<file path="src/abm_pkg.sv">
// Package of constants for the AHB multilayer bus matrix
package abm_pkg;
	localparam int NUM_MST  = 4;
	localparam int NUM_SLV  = 4;
	localparam int AW       = 32;
	localparam int DW       = 32;
	// Master indices
	localparam int M_CODE   = 0;
	localparam int M_SYS    = 1;
	localparam int M_DMA_PORT_FIRST   = 2;
	localparam int M_DMA_PORT_SECOND   = 3;
	// Slave indices
	localparam int S_FLASH  = 0;
	localparam int S_SRAM   = 1;
	localparam int S_PERIPH = 2;
	localparam int S_GPIO   = 3;
	// Connectivity, one bit per master, indexed by slave
	localparam logic [3:0] CONN_FLASH  = 4'hD;
	localparam logic [3:0] CONN_SRAM   = 4'hF;
	localparam logic [3:0] CONN_PERIPH = 4'hE;
	localparam logic [3:0] CONN_GPIO   = 4'hE;
	// Address windows
	localparam logic [31:0] FLASH_ALIAS_BASE = 32'h00000000;
	localparam logic [31:0] FLASH_ALIAS_END  = 32'h0005FFFF;
	localparam logic [31:0] FLASH_MAIN_BASE  = 32'h08000000;
	localparam logic [31:0] FLASH_MAIN_END   = 32'h0805FFFF;
	localparam logic [31:0] FLASH_DATA_BASE  = 32'h08800000;
	localparam logic [31:0] FLASH_DATA_END   = 32'h0880FFFF;
	localparam logic [31:0] FLASH_SYS_BASE   = 32'h1FFF7000;
	localparam logic [31:0] FLASH_SYS_END    = 32'h1FFFF817;
	localparam logic [31:0] SRAM_CODE_BASE   = 32'h0A000000;
	localparam logic [31:0] SRAM_CODE_END    = 32'h0A00CFFF;
	localparam logic [31:0] SRAM_SYS_BASE    = 32'h20000000;
	localparam logic [31:0] SRAM_SYS_END     = 32'h2000CFFF;
	localparam logic [31:0] SRAM_SHARED_OFS  = 32'h0000C000;
	localparam logic [31:0] SRAM_OFS_MASK    = 32'h0000FFFF;
	localparam logic [31:0] GPIO_BASE        = 32'h48000000;
	localparam logic [31:0] GPIO_END         = 32'h480017FF;
	localparam logic [31:0] PERIPH_BASE      = 32'h40000000;
	localparam logic [31:0] PERIPH_END       = 32'h5FFFFFFF;
	localparam int          PERIPH_WIN_LSB   = 10;
	// Peripheral clock limits and system clock in MHz
	localparam int LOW_SPEED_MAX_MHZ  = 50;
	localparam int HIGH_SPEED_MAX_MHZ = 100;
	localparam int SYS_CLK_MHZ        = 40;
	localparam logic [1:0] HTRANS_IDLE = 2'h0;
	localparam logic [1:0] HTRANS_NSEQ = 2'h2;
	localparam logic [1:0] HRESP_OKAY  = 2'h0;
	localparam logic [1:0] HRESP_ERR   = 2'h1;
endpackage

</file>
<file path="src/abm_matrix.sv">
// AHB multilayer bus matrix: four masters, four slaves, per-slave arbiters
`timescale 1ns/1ps
module abm_matrix #(
	parameter int AW = abm_pkg::AW, // Address width
	parameter int DW = abm_pkg::DW  // Data width
) (
	input  wire logic               clk,          // System clock
	input  wire logic               rstn,         // Async reset, active low
	input  wire logic [3:0][AW-1:0] m_haddr,      // Master addresses
	input  wire logic [3:0][1:0]    m_htrans,     // Master transfer types
	input  wire logic [3:0]         m_hwrite,     // Master write flags
	input  wire logic [3:0][2:0]    m_hsize,      // Master sizes
	input  wire logic [3:0][DW-1:0] m_hwdata,     // Master write data
	output logic      [3:0][DW-1:0] m_hrdata,     // Read data to masters
	output logic      [3:0]         m_hready,     // Ready to masters
	output logic      [3:0][1:0]    m_hresp,      // Response to masters
	output logic      [3:0][AW-1:0] s_haddr,      // Slave addresses
	output logic      [3:0][1:0]    s_htrans,     // Slave transfer types
	output logic      [3:0]         s_hwrite,     // Slave write flags
	output logic      [3:0][2:0]    s_hsize,      // Slave sizes
	output logic      [3:0][DW-1:0] s_hwdata,     // Slave write data
	output logic      [3:0][3:0]    s_hmaster,    // Granted master, one-hot
	input  wire logic [3:0][DW-1:0] s_hrdata,     // Slave read data
	input  wire logic [3:0]         s_hready,     // Slave ready
	input  wire logic [3:0][1:0]    s_hresp,      // Slave response
	output logic                    lsp_clk_en,   // Low-speed bus enable
	output logic                    hsp_clk_en    // High-speed bus enable
);
	// Slave index decode of an address; 4 means unmapped
	function automatic logic [2:0] abm_decode(input logic [AW-1:0] a);
		logic [2:0]    s;
		logic [AW-1:0] win;
		s = 3'h4;
		// Peripheral space is compared by 1 KB window index only
		win = a >> abm_pkg::PERIPH_WIN_LSB;
		if ((a >= abm_pkg::FLASH_ALIAS_BASE && a <= abm_pkg::FLASH_ALIAS_END)
		    || (a >= abm_pkg::FLASH_MAIN_BASE && a <= abm_pkg::FLASH_MAIN_END)
		    || (a >= abm_pkg::FLASH_DATA_BASE && a <= abm_pkg::FLASH_DATA_END)
		    || (a >= abm_pkg::FLASH_SYS_BASE && a <= abm_pkg::FLASH_SYS_END)) begin
			s = 3'h0;
		end else if ((a >= abm_pkg::SRAM_CODE_BASE && a <= abm_pkg::SRAM_CODE_END)
		    || (a >= abm_pkg::SRAM_SYS_BASE && a <= abm_pkg::SRAM_SYS_END)) begin
			s = 3'h1;
		end else if (win >= (abm_pkg::GPIO_BASE >> abm_pkg::PERIPH_WIN_LSB)
		    && win <= (abm_pkg::GPIO_END >> abm_pkg::PERIPH_WIN_LSB)) begin
			s = 3'h3;
		end else if (win >= (abm_pkg::PERIPH_BASE >> abm_pkg::PERIPH_WIN_LSB)
		    && win <= (abm_pkg::PERIPH_END >> abm_pkg::PERIPH_WIN_LSB)) begin
			s = 3'h2;
		end
		return s;
	endfunction

	// Connectivity check for a master and slave pair
	function automatic logic abm_allowed(input logic [2:0] s, input int m);
		logic [3:0] c;
		case (s)
			3'h0:    c = abm_pkg::CONN_FLASH;
			3'h1:    c = abm_pkg::CONN_SRAM;
			3'h2:    c = abm_pkg::CONN_PERIPH;
			3'h3:    c = abm_pkg::CONN_GPIO;
			default: c = 4'h0;
		endcase
		return c[m];
	endfunction

	logic [3:0][2:0] req_slv;   // Decoded slave per master
	logic [3:0]      req_vld;   // Legal request per master
	logic [3:0]      req_bad;   // Request with no path
	logic [3:0][3:0] req_mat;   // Requests indexed by slave
	logic [3:0][3:0] gnt;       // Address phase grant per slave
	logic [3:0]      mst_wait;  // Master held in its own data phase
	logic [3:0][3:0] dph_ff;    // Data phase owner per slave
	logic [3:0][3:0] nxt_dph;
	logic [3:0][1:0] rr_ff;     // Round-robin pointer per slave
	logic [3:0][1:0] nxt_rr;
	logic [3:0]      err_ff;    // Error data phase per master
	logic [3:0]      nxt_err;
	logic [3:0]      err_end_ff; // Second error cycle pending
	logic [3:0]      nxt_err_end;
	logic            div_ff;    // Clock divider for the low-speed peripheral bus
	logic            nxt_div;

	// Request decode per master; a master held in a data phase offers nothing
	always_comb begin
		for (int m = 0; m < 4; m++) begin
			mst_wait[m] = err_ff[m];
			for (int s = 0; s < 4; s++) begin
				if (dph_ff[s][m] && !s_hready[s]) mst_wait[m] = 1'b1;
			end
			req_slv[m] = abm_decode(m_haddr[m]);
			req_vld[m] = m_htrans[m][1] && !mst_wait[m]
			    && abm_allowed(req_slv[m], m);
			req_bad[m] = m_htrans[m][1] && !abm_allowed(req_slv[m], m);
			for (int s = 0; s < 4; s++) begin
				req_mat[s][m] = req_vld[m] && (req_slv[m] == 3'(s));
			end
		end
	end

	// Per-slave round-robin arbitration; slaves arbitrate independently
	always_comb begin
		logic [1:0] idx;
		idx = 2'h0;
		gnt     = '0;
		nxt_dph = dph_ff;
		nxt_rr  = rr_ff;
		for (int s = 0; s < 4; s++) begin
			// A stalled slave keeps its data phase owner and takes no address
			if (s_hready[s]) begin
				for (int k = 4; k >= 1; k--) begin
					idx = 2'(rr_ff[s] + 2'(k));
					if (req_mat[s][idx]) begin
						gnt[s] = 4'h1 << idx;
					end
				end
				// The address taken now owns the next data phase
				nxt_dph[s] = gnt[s];
				for (int m = 0; m < 4; m++) begin
					if (gnt[s][m]) nxt_rr[s] = 2'(m);
				end
			end
		end
	end

	// Error response is two cycles: hready low then high
	always_comb begin
		for (int m = 0; m < 4; m++) begin
			nxt_err[m]     = req_bad[m] && m_hready[m];
			nxt_err_end[m] = err_ff[m];
		end
	end

	// Peripheral bus enables: high-speed every cycle, low-speed at half rate
	always_comb begin
		nxt_div = !div_ff;
	end
	assign hsp_clk_en = 1'b1;
	assign lsp_clk_en = div_ff;

	// State registers
	always_ff @(posedge clk or negedge rstn) begin
		if (!rstn) begin
			dph_ff     <= '0;
			rr_ff      <= '0;
			err_ff     <= '0;
			err_end_ff <= '0;
			div_ff     <= 1'b0;
		end else begin
			dph_ff     <= nxt_dph;
			rr_ff      <= nxt_rr;
			err_ff     <= nxt_err;
			err_end_ff <= nxt_err_end;
			div_ff     <= nxt_div;
		end
	end

	// Slave side muxes: address and control from the freshly granted master, write data from the data phase owner
	always_comb begin
		for (int s = 0; s < 4; s++) begin
			s_haddr[s]   = '0;
			s_htrans[s]  = abm_pkg::HTRANS_IDLE;
			s_hwrite[s]  = 1'b0;
			s_hsize[s]   = 3'h0;
			s_hwdata[s]  = '0;
			s_hmaster[s] = gnt[s];
			for (int m = 0; m < 4; m++) begin
				if (gnt[s][m] && s_hready[s]) begin
					s_haddr[s]  = m_haddr[m];
					s_htrans[s] = m_htrans[m];
					s_hwrite[s] = m_hwrite[m];
					s_hsize[s]  = m_hsize[m];
					if (s == abm_pkg::S_SRAM) begin
						s_haddr[s] = m_haddr[m] & abm_pkg::SRAM_OFS_MASK;
					end
				end
				if (dph_ff[s][m]) s_hwdata[s] = m_hwdata[m];
			end
		end
	end

	// Master side return: data phase owner, stall if waiting for grant
	always_comb begin
		for (int m = 0; m < 4; m++) begin
			m_hrdata[m] = '0;
			m_hready[m] = 1'b1;
			m_hresp[m]  = abm_pkg::HRESP_OKAY;
			for (int s = 0; s < 4; s++) begin
				if (dph_ff[s][m]) begin
					m_hrdata[m] = s_hrdata[s];
					m_hready[m] = s_hready[s];
					m_hresp[m]  = s_hresp[s];
				end
			end
			// A loser sees hready low until its slave grants it
			if (req_vld[m] && !gnt[req_slv[m][1:0]][m]) begin
				m_hready[m] = 1'b0;
			end
			if (err_ff[m]) begin
				m_hready[m] = 1'b0;
				m_hresp[m]  = abm_pkg::HRESP_ERR;
			end else if (err_end_ff[m]) begin
				m_hready[m] = 1'b1;
				m_hresp[m]  = abm_pkg::HRESP_ERR;
			end
		end
	end
endmodule

</file>
<file path="config.mk">
export PLATFORM = sky130hd
export DESIGN_NAME = abm_matrix
export DESIGN_NICKNAME = d
export VERILOG_FILES = /design/src/abm_pkg.sv /design/src/abm_matrix.sv
export SDC_FILE = /design/constraint.sdc
export NUM_CORES = 1
export LEC_CHECK = 0
export ABC_AREA = 0
export BUFFER_PORTS_ARGS = -buffer_cell sky130_fd_sc_hd__buf_2
export CORE_AREA = 4 4 329 331
export DETAILED_ROUTE_END_ITERATION = 8
export DIE_AREA = 0 0 333 335
export PLACE_DENSITY = 0.45
export SLEW_MARGIN = 10
export SYNTH_ARGS = -nofsm -noshare
export SYNTH_HDL_FRONTEND = slang
export SYNTH_SLANG_ARGS = --single-unit
</file>
<file path="constraint.sdc">
create_clock -name clk -period 5.8 [get_ports clk]
set_input_delay 1.16 -clock clk [delete_from_list [all_inputs] [get_ports clk]]
set_output_delay 1.16 -clock clk [all_outputs]
set_load 0.02 [all_outputs]
</file>
==> results of run 1 <==
==> worst max-delay path, stage by stage <==
cell and delay, ns:
buf_2 0.11, or4_4 0.56, or4b_4 0.63, o32a_1 0.43, and2_0 0.19, a32o_2 0.29
a21o_1 0.22, nand2_1 0.15, buf_4 0.25, a32oi_1 0.13, o21ai_1 0.26, clkbuf_4 0.26
==> layout by cell type, fill, tap and decap left out, drive strengths merged, types with 7 or more instances in the layout <==
master and n:
a211oi 15, a21o 7, a21oi 317, a221o 15
a221oi 80, a22oi 269, a31oi 10, a32oi 74
and2 41, and3 13, buf 1294, clkbuf 14
conb 17, dfrtp 33, diode 30, ha 16
inv 31, nand2 401, nand2b 19, nand3 65
nand4 30, nor2 388, nor2b 14, nor3 46
nor4 33, o211ai 14, o21a 7, o21ai 348
o21bai 28, o22ai 53, o31ai 41, or3 17
==> final cells by class <==
| cell class | instances | area share [%] |
|---|---|---|
| Tap cell | 1391 | 6.63 |
| Sequential cell | 33 | 3.31 |
| Clock inverter | 1 | 0.114 |
| Multi-Input combinational cell | 2502 | 56.6 |
| Antenna cell | 30 | 0.286 |
| Inverter | 36 | 0.525 |
| Timing Repair Buffer | 1301 | 32.0 |
| Clock buffer | 7 | 0.544 |
==> power by group through the flow <==
| stage | Combinational, mW | Clock (mW) | Sequential [mW] |
|---|---|---|---|
| 6_report | 10.8 | 0.343 | 0.421 |
| 2_1_floorplan | 5.58 | 0 | 0.361 |
| 5_1_grt | 11.4 | 0.354 | 0.435 |
| 3_5_place_dp | 10.3 | 0 | 0.421 |
| 4_1_cts | 10.6 | 0.347 | 0.417 |
| 3_3_place_gp | 10.4 | 0 | 0.420 |
==> metrics by stage <==
step,std cells,worst slack (ns),hold WS [ns]
2_1_floorplan,2891,0.207,0.409
3_3_place_gp,5236,-0.313,0.409
3_5_place_dp,5236,-0.290,0.414
4_1_cts,5254,-0.0173,0.423
5_1_grt,5281,-0.0362,0.445
6_report,5301,0.0181,0.416
==> cell families after synthesis <==
kind of cell             count (synthesis)  share of synthesized area [%]
adder cells (fa/ha/maj)                 16                           1.22
AO/OA/AOI/OAI                         1355                           54.0
multiplexers                             2                          0.130
other                                    2                         0.0459
AND/OR/NAND/NOR                       1112                           30.5
flip-flops                              33                           5.05
buffers and inverters                  356                           9.01
==> synthesized netlist by cell type (40+ instances only) <==
| cell type | instances | area (µm²) |
|---|---|---|
| nand2_1 | 401 | 1510 |
| nor2_1 | 388 | 1460 |
| o21ai_0 | 343 | 1720 |
| a21oi_1 | 317 | 1590 |
| a22oi_1 | 269 | 2020 |
| clkbuf_1 | 245 | 920 |
| a221oi_1 | 79 | 692 |
| a32oi_1 | 74 | 648 |
| nand3_1 | 64 | 320 |
| o22ai_1 | 53 | 332 |
| nor3_1 | 45 | 225 |
| and2_1 | 40 | 250 |
| o31ai_1 | 40 | 300 |
==> per-layer routing <==
layer	vias up	share of wire (%)	wire [µm]	global-route usage [%]
met5	-	0.094	138	0
met4	20	3.7	5410	6.70
met3	309	9.8	14400	5.95
met2	1811	47	69200	41.5
met1	13900	39	57200	29.7
li1	12900	-	-	-
==> timing repair <==
item                                   in CTS  in global routing
setup endpoints to repair                  98                131
gates resized for setup                    71                119
pin swaps                                  11                 33
cloned                                      3                  3
setup buffers                               8                 16
endpoints found under the hold margin       0                  0
==> registers in the layout (all words and copies together), names as in the netlist <==
name / cells
dph_ff: 16
err_ff: 4
rr_ff: 8
lsp_clk_en: 1
err_end_ff: 4
==> worst min path at each step <==
stage / from / end / slack, ns / cells after the start
2_1_floorplan: err_ff[1]$_DFF_PN0_ / err_end_ff[1]$_DFF_PN0_ / 0.41 / 0
3_3_place_gp: lsp_clk_en$_DFF_PN0_ / lsp_clk_en$_DFF_PN0_ / 0.41 / 1
3_5_place_dp: lsp_clk_en$_DFF_PN0_ / lsp_clk_en$_DFF_PN0_ / 0.41 / 1
4_1_cts: lsp_clk_en$_DFF_PN0_ / lsp_clk_en$_DFF_PN0_ / 0.42 / 1
5_1_grt: lsp_clk_en$_DFF_PN0_ / lsp_clk_en$_DFF_PN0_ / 0.44 / 1
6_report: lsp_clk_en$_DFF_PN0_ / lsp_clk_en$_DFF_PN0_ / 0.42 / 1
==> key figures, run 1 <==
Timing
  • Max-slew headroom: 26.1%
  • Max Clk Rate: 0.173 GHz
  • Crit share post-route: 99.7%
  • Final setup fails: 0
  • Period minus WS final: 5.78 ns
  • Worst Skew: 0.00388 ns
  • Fin. Hold Viols: 0
  • Worst Tran Pin Value: 1.11 ns
  • Setup tns final: 0 ns
  • Setup repair after global routing missed its margin: true
  • Slew Viols, Final: 0

Yosys
  • Flops & latches, synth: 33
  • Sequential area share after synthesis: 5.05%
  • Avg Cell Area, Syn: 5.69 µm²
  • Number of synthesized flops with an enable pin: 0
  • Cell Area, Synth: 16400 µm²
  • Ys async rst share: 100%
  • Dominant synthesized flop cell: dfrtp_1
  • YS warnings: 0
  • Count of different cell masters after synthesis: 89
  • Synthesized netlist cell count: 2876

Clock tree
  • CTS clock-pin slew for the worst setup and hold paths: 0.06 ns
  • H-Tree Depth: 2
  • Num CTS Buffers: 5
  • Skew-Pair Late Insertion Delay: 0.30 ns
  • TritonCTS Sinks: 33
  • Clock root buffer: clkbuf_16
  • Hold Buf Count CTS: 0
  • CTS max path bufs: 2
  • CTS tree: built

Worst setup path
  • Worst R2R End: dph_ff[5]$_DFFE_PN0P_
  • Worst setup path endpoint: s_haddr[30]
  • R2R setup slack: 2.13 ns
  • CP required: 4.64 ns
  • Crit. Startpoint: m_haddr[22]
  • Crit path DAT: 4.62 ns
  • CP startpoint kind: input port
  • Critical Path End Type: output port
  • FF-to-FF path depth: 13
  • Crit path kind: input port to output port
  • R2r startpoint: rr_ff[3]$_DFFE_PN0P_
  • Crit-path max FO: 13

Place
  • Hpwl dp: 115000 µm
  • GPL Wtd Cong: 0.971
  • Dpl cell area: 24900 µm²
  • Count of input and output buffers: 842

Power
  • Total power: 11.5 mW
  • Clock power frac: 3.0%
  • Reg power frac: 3.7%
  • Maximum vdd ir drop: 0.000284 V
  • P_int: 3.99 mW
  • Comb power frac: 93.4%
  • Switching share of total power: 65.3%
  • Pleak: 11.2 nW
  • Switching power: 7.53 mW
  • Pwr per Cell Area: 439 nW/µm²

Finish
  • Storage cell area: 867 µm²
  • Final instance area: 26200 µm²
  • Syn-to-layout area delta: 60.4%
  • Fin nets: 4317
  • Fraction of layout cells with a size suffix above 1: 37.8%
  • Fill count: 12000
  • Area of the multi-input gates: 14800 µm²
  • Post-layout util: 25.0%

Detailed routing
  • Post-DRT Antenna Nets: 0
  • DR vias: 28900
  • Drt wl/cell: 27.6 µm
  • Drt pass-1 iters: 6
  • Post-route DRC: 0
  • Vias per cell: 5.46
  • DR iter-0 viols: 3344
  • Routed wire length: 146000 µm

Floorplan
  • Io pins: 860
  • Cell row count: 119
  • Die area: 112000 µm²
  • Initial Util: 15.6%
  • Die X: 333 µm
  • Core box area: 105000 µm²
  • Die Y: 335 µm

Global routing
  • First-pass GRT wire length: 201000 µm
  • Total grt overflow: 0
  • Initial antenna violation count: 52
  • Largest net degree at the start of global routing: 135
  • GR Util All Layers: 24.1%
  • Vias in the first global route: 26200

Outcome
  • Status: finished, final reports clean

Flow run
  • Max-cap violations: 0

Min path
  • Hold Crit Class: register to register
Power figures use the tool's default switching activity.
==> run 2: changes to the inputs <==
- RECOVER_POWER: not set -> 100
==> run 2 against run 1 <==
Global-route usage stayed put. Via count is 0.39% lower. The run now ends with max-capacitance violations, max-slew violations left. Largest cell class unchanged. Core utilization hardly changed. Die area stayed put. Largest power group unchanged.
==> key figures, run 2 (same netlist as run 1, synthesis figures left out) <==
Outcome
  • Status: finished, violations left
  • Violated checks: max-capacitance violations, max-slew violations

Min path
  • Hold Crit Class: register to register
  • Hold Crit Depth: 1

Place
  • Hpwl dp: 115000 µm
  • Count of input and output buffers: 842
  • Dpl cell area: 24900 µm²
  • GPL Wtd Cong: 0.971
  • Dpl ws: -0.290 ns

Floorplan
  • Initial Util: 15.6%
  • Cell row count: 119
  • Die Y: 335 µm
  • Die area: 112000 µm²
  • Io pins: 860
  • Die X: 333 µm
  • Core box area: 105000 µm²

Timing
  • Fin. Hold Viols: 0
  • Setup repair after global routing missed its margin: true
  • Period minus WS final: 5.78 ns
  • Max-slew headroom: -67.4%
  • Final worst slack: 0.0238 ns
  • Worst Tran Pin Value: 2.51 ns
  • Worst Skew: 0.00330 ns
  • Worst Hold Slack: 0.420 ns
  • Crit share post-route: 99.6%
  • Max Clk Rate: 0.173 GHz
  • Slew Viols, Final: 117
  • Final setup fails: 0

Power
  • Pleak: 11.2 nW
  • Pwr per Cell Area: 439 nW/µm²
  • Maximum vdd ir drop: 0.000285 V
  • Total power: 11.5 mW

Detailed routing
  • Drt pass-1 iters: 6
  • Drt wl/cell: 27.6 µm
  • Post-route DRC: 0
  • Routed wire length: 146000 µm
  • Vias per cell: 5.44
  • DR vias: 28800
  • DR iter-0 viols: 3287
  • Post-DRT Antenna Nets: 0

Clock tree
  • H-Tree Depth: 2
  • Clock root buffer: clkbuf_16
  • CTS tree: built
  • CTS clock-pin slew for the worst setup and hold paths: 0.06 ns
  • CTS max path bufs: 2
  • Num CTS Buffers: 5
  • TritonCTS Sinks: 33
  • Hold Buf Count CTS: 0
  • Skew-Pair Late Insertion Delay: 0.30 ns

Worst setup path
  • CP required: 4.64 ns
  • Crit path kind: input port to output port
  • Crit path DAT: 4.62 ns
  • Max stage delay on crit path: 0.63 ns
  • CP max-delay cell: or4b_4
  • FF-to-FF path depth: 13
  • Critical Path End Type: output port
  • Chain of cells forming the critical path: buf_2 -> or4_4 -> or4b_4 -> o32a_1 -> and2_0 -> a32o_2 -> a21o_1 -> nand2_1 -> buf_4 -> a32oi_1 -> o21ai_1 -> clkbuf_4
  • CP startpoint kind: input port
  • Crit-path max FO: 13

Global routing
  • Initial antenna violation count: 52
  • GR Util All Layers: 24.1%
  • Largest net degree at the start of global routing: 135
  • First-pass GRT wire length: 201000 µm
  • Total grt overflow: 0
  • Vias in the first global route: 26200

Finish
  • Fraction of layout cells with a size suffix above 1: 37.5%
  • Fill count: 12000
  • Fin nets: 4317
  • Commonest cells after routing, fill and taps aside: buf_2, buf_4, nand2_1
  • Most common cell after layout, fill and taps aside: buf_2
  • Biggest registers after layout: dph_ff (16), rr_ff (8)
  • Final instance area: 26200 µm²
  • Register with the most flip-flops: dph_ff
  • Largest register FFs: 16
  • Syn-to-layout area delta: 60.1%

Flow run
  • Max-cap violations: 5
run 2: changes by cell type in the layout (fill, tap and decap cells not counted):
| cell | before | now |
|---|---|---|
| clkbuf_1 | 1 | 8 |
| buf_2 | 811 | 805 |
| nor2b_1 | 6 | 10 |
| nor2b_4 | 8 | 4 |
| buf_4 | 425 | 423 |
| clkbuf_2 | 0 | 1 |
| diode_2 | 30 | 31 |
run 2: what timing repair did:
item / 4_1_cts / 5_1_grt
pin swaps: 11 / 33
resized for setup: 71 / 119
endpoints found under the setup margin: 98 / 131
buffers inserted: 8 / 16
cloned: 3 / 3
run 2: critical path: cells and delay by family:
kind,cells,cell delay [ns]
buf+inv,3,0.61
compound gates,5,1.32
simple gates,4,1.52
run 2: final cells by class:
| cell class | count | area [µm²] | area share, % |
|---|---|---|---|
| antenna | 31 | 77.6 | 0.296 |
| sequential | 33 | 867 | 3.31 |
| multi-input combinational | 2502 | 14800 | 56.6 |
| tap | 1391 | 1740 | 6.64 |
| clock inverter | 1 | 30.0 | 0.115 |
| clock buffer | 7 | 143 | 0.545 |
| timing repair buffer | 1301 | 8380 | 32.0 |
| inverter | 36 | 138 | 0.525 |
run 2: metal layers:
layer  global-route usage (%)  part of all wire, %  vias to the layer above
met5                        0                0.094                        -
met4                     6.70                  3.6                       20
met3                     5.95                   10                      301
met2                     41.5                   47                     1837
met1                     29.7                   39                    13700
li1                         -                    -                    12900
run 2: worst paths after layout:
| check | startpoint | endpoint | slack (ns) |
|---|---|---|---|
| setup / recovery | m_haddr[22] | s_haddr[30] | 0.02 |
| min in group asynchronous | rstn | err_ff[0]$_DFF_PN0_ | 1.53 |
| max in group asynchronous | rstn | dph_ff[10]$_DFFE_PN0P_ | 2.65 |
| hold reg to reg | lsp_clk_en$_DFF_PN0_ | lsp_clk_en$_DFF_PN0_ | 0.42 |
| setup reg to reg | rr_ff[3]$_DFFE_PN0P_ | dph_ff[5]$_DFFE_PN0P_ | 2.15 |
| hold / removal | lsp_clk_en$_DFF_PN0_ | lsp_clk_en$_DFF_PN0_ | 0.42 |
run 2: per-stage QoR:
stage / setup TNS, ns / utilization [%] / std cells
final: 0 / 24.9 / 5302
after global routing: -0.596 / 24.9 / 5281
after CTS: -0.0173 / 24.3 / 5254
after detailed placement: -9.43 / 23.7 / 5236
after global placement: -11.13 / 23.7 / 5236
after floorplan: 0 / - / 2891
run 2: power by group:
group / total [mW] / switching (mW) / internal (mW)
Combinational: 10.7 / 7.29 / 3.45
Clock: 0.342 / 0.127 / 0.215
Sequential: 0.422 / 0.102 / 0.320
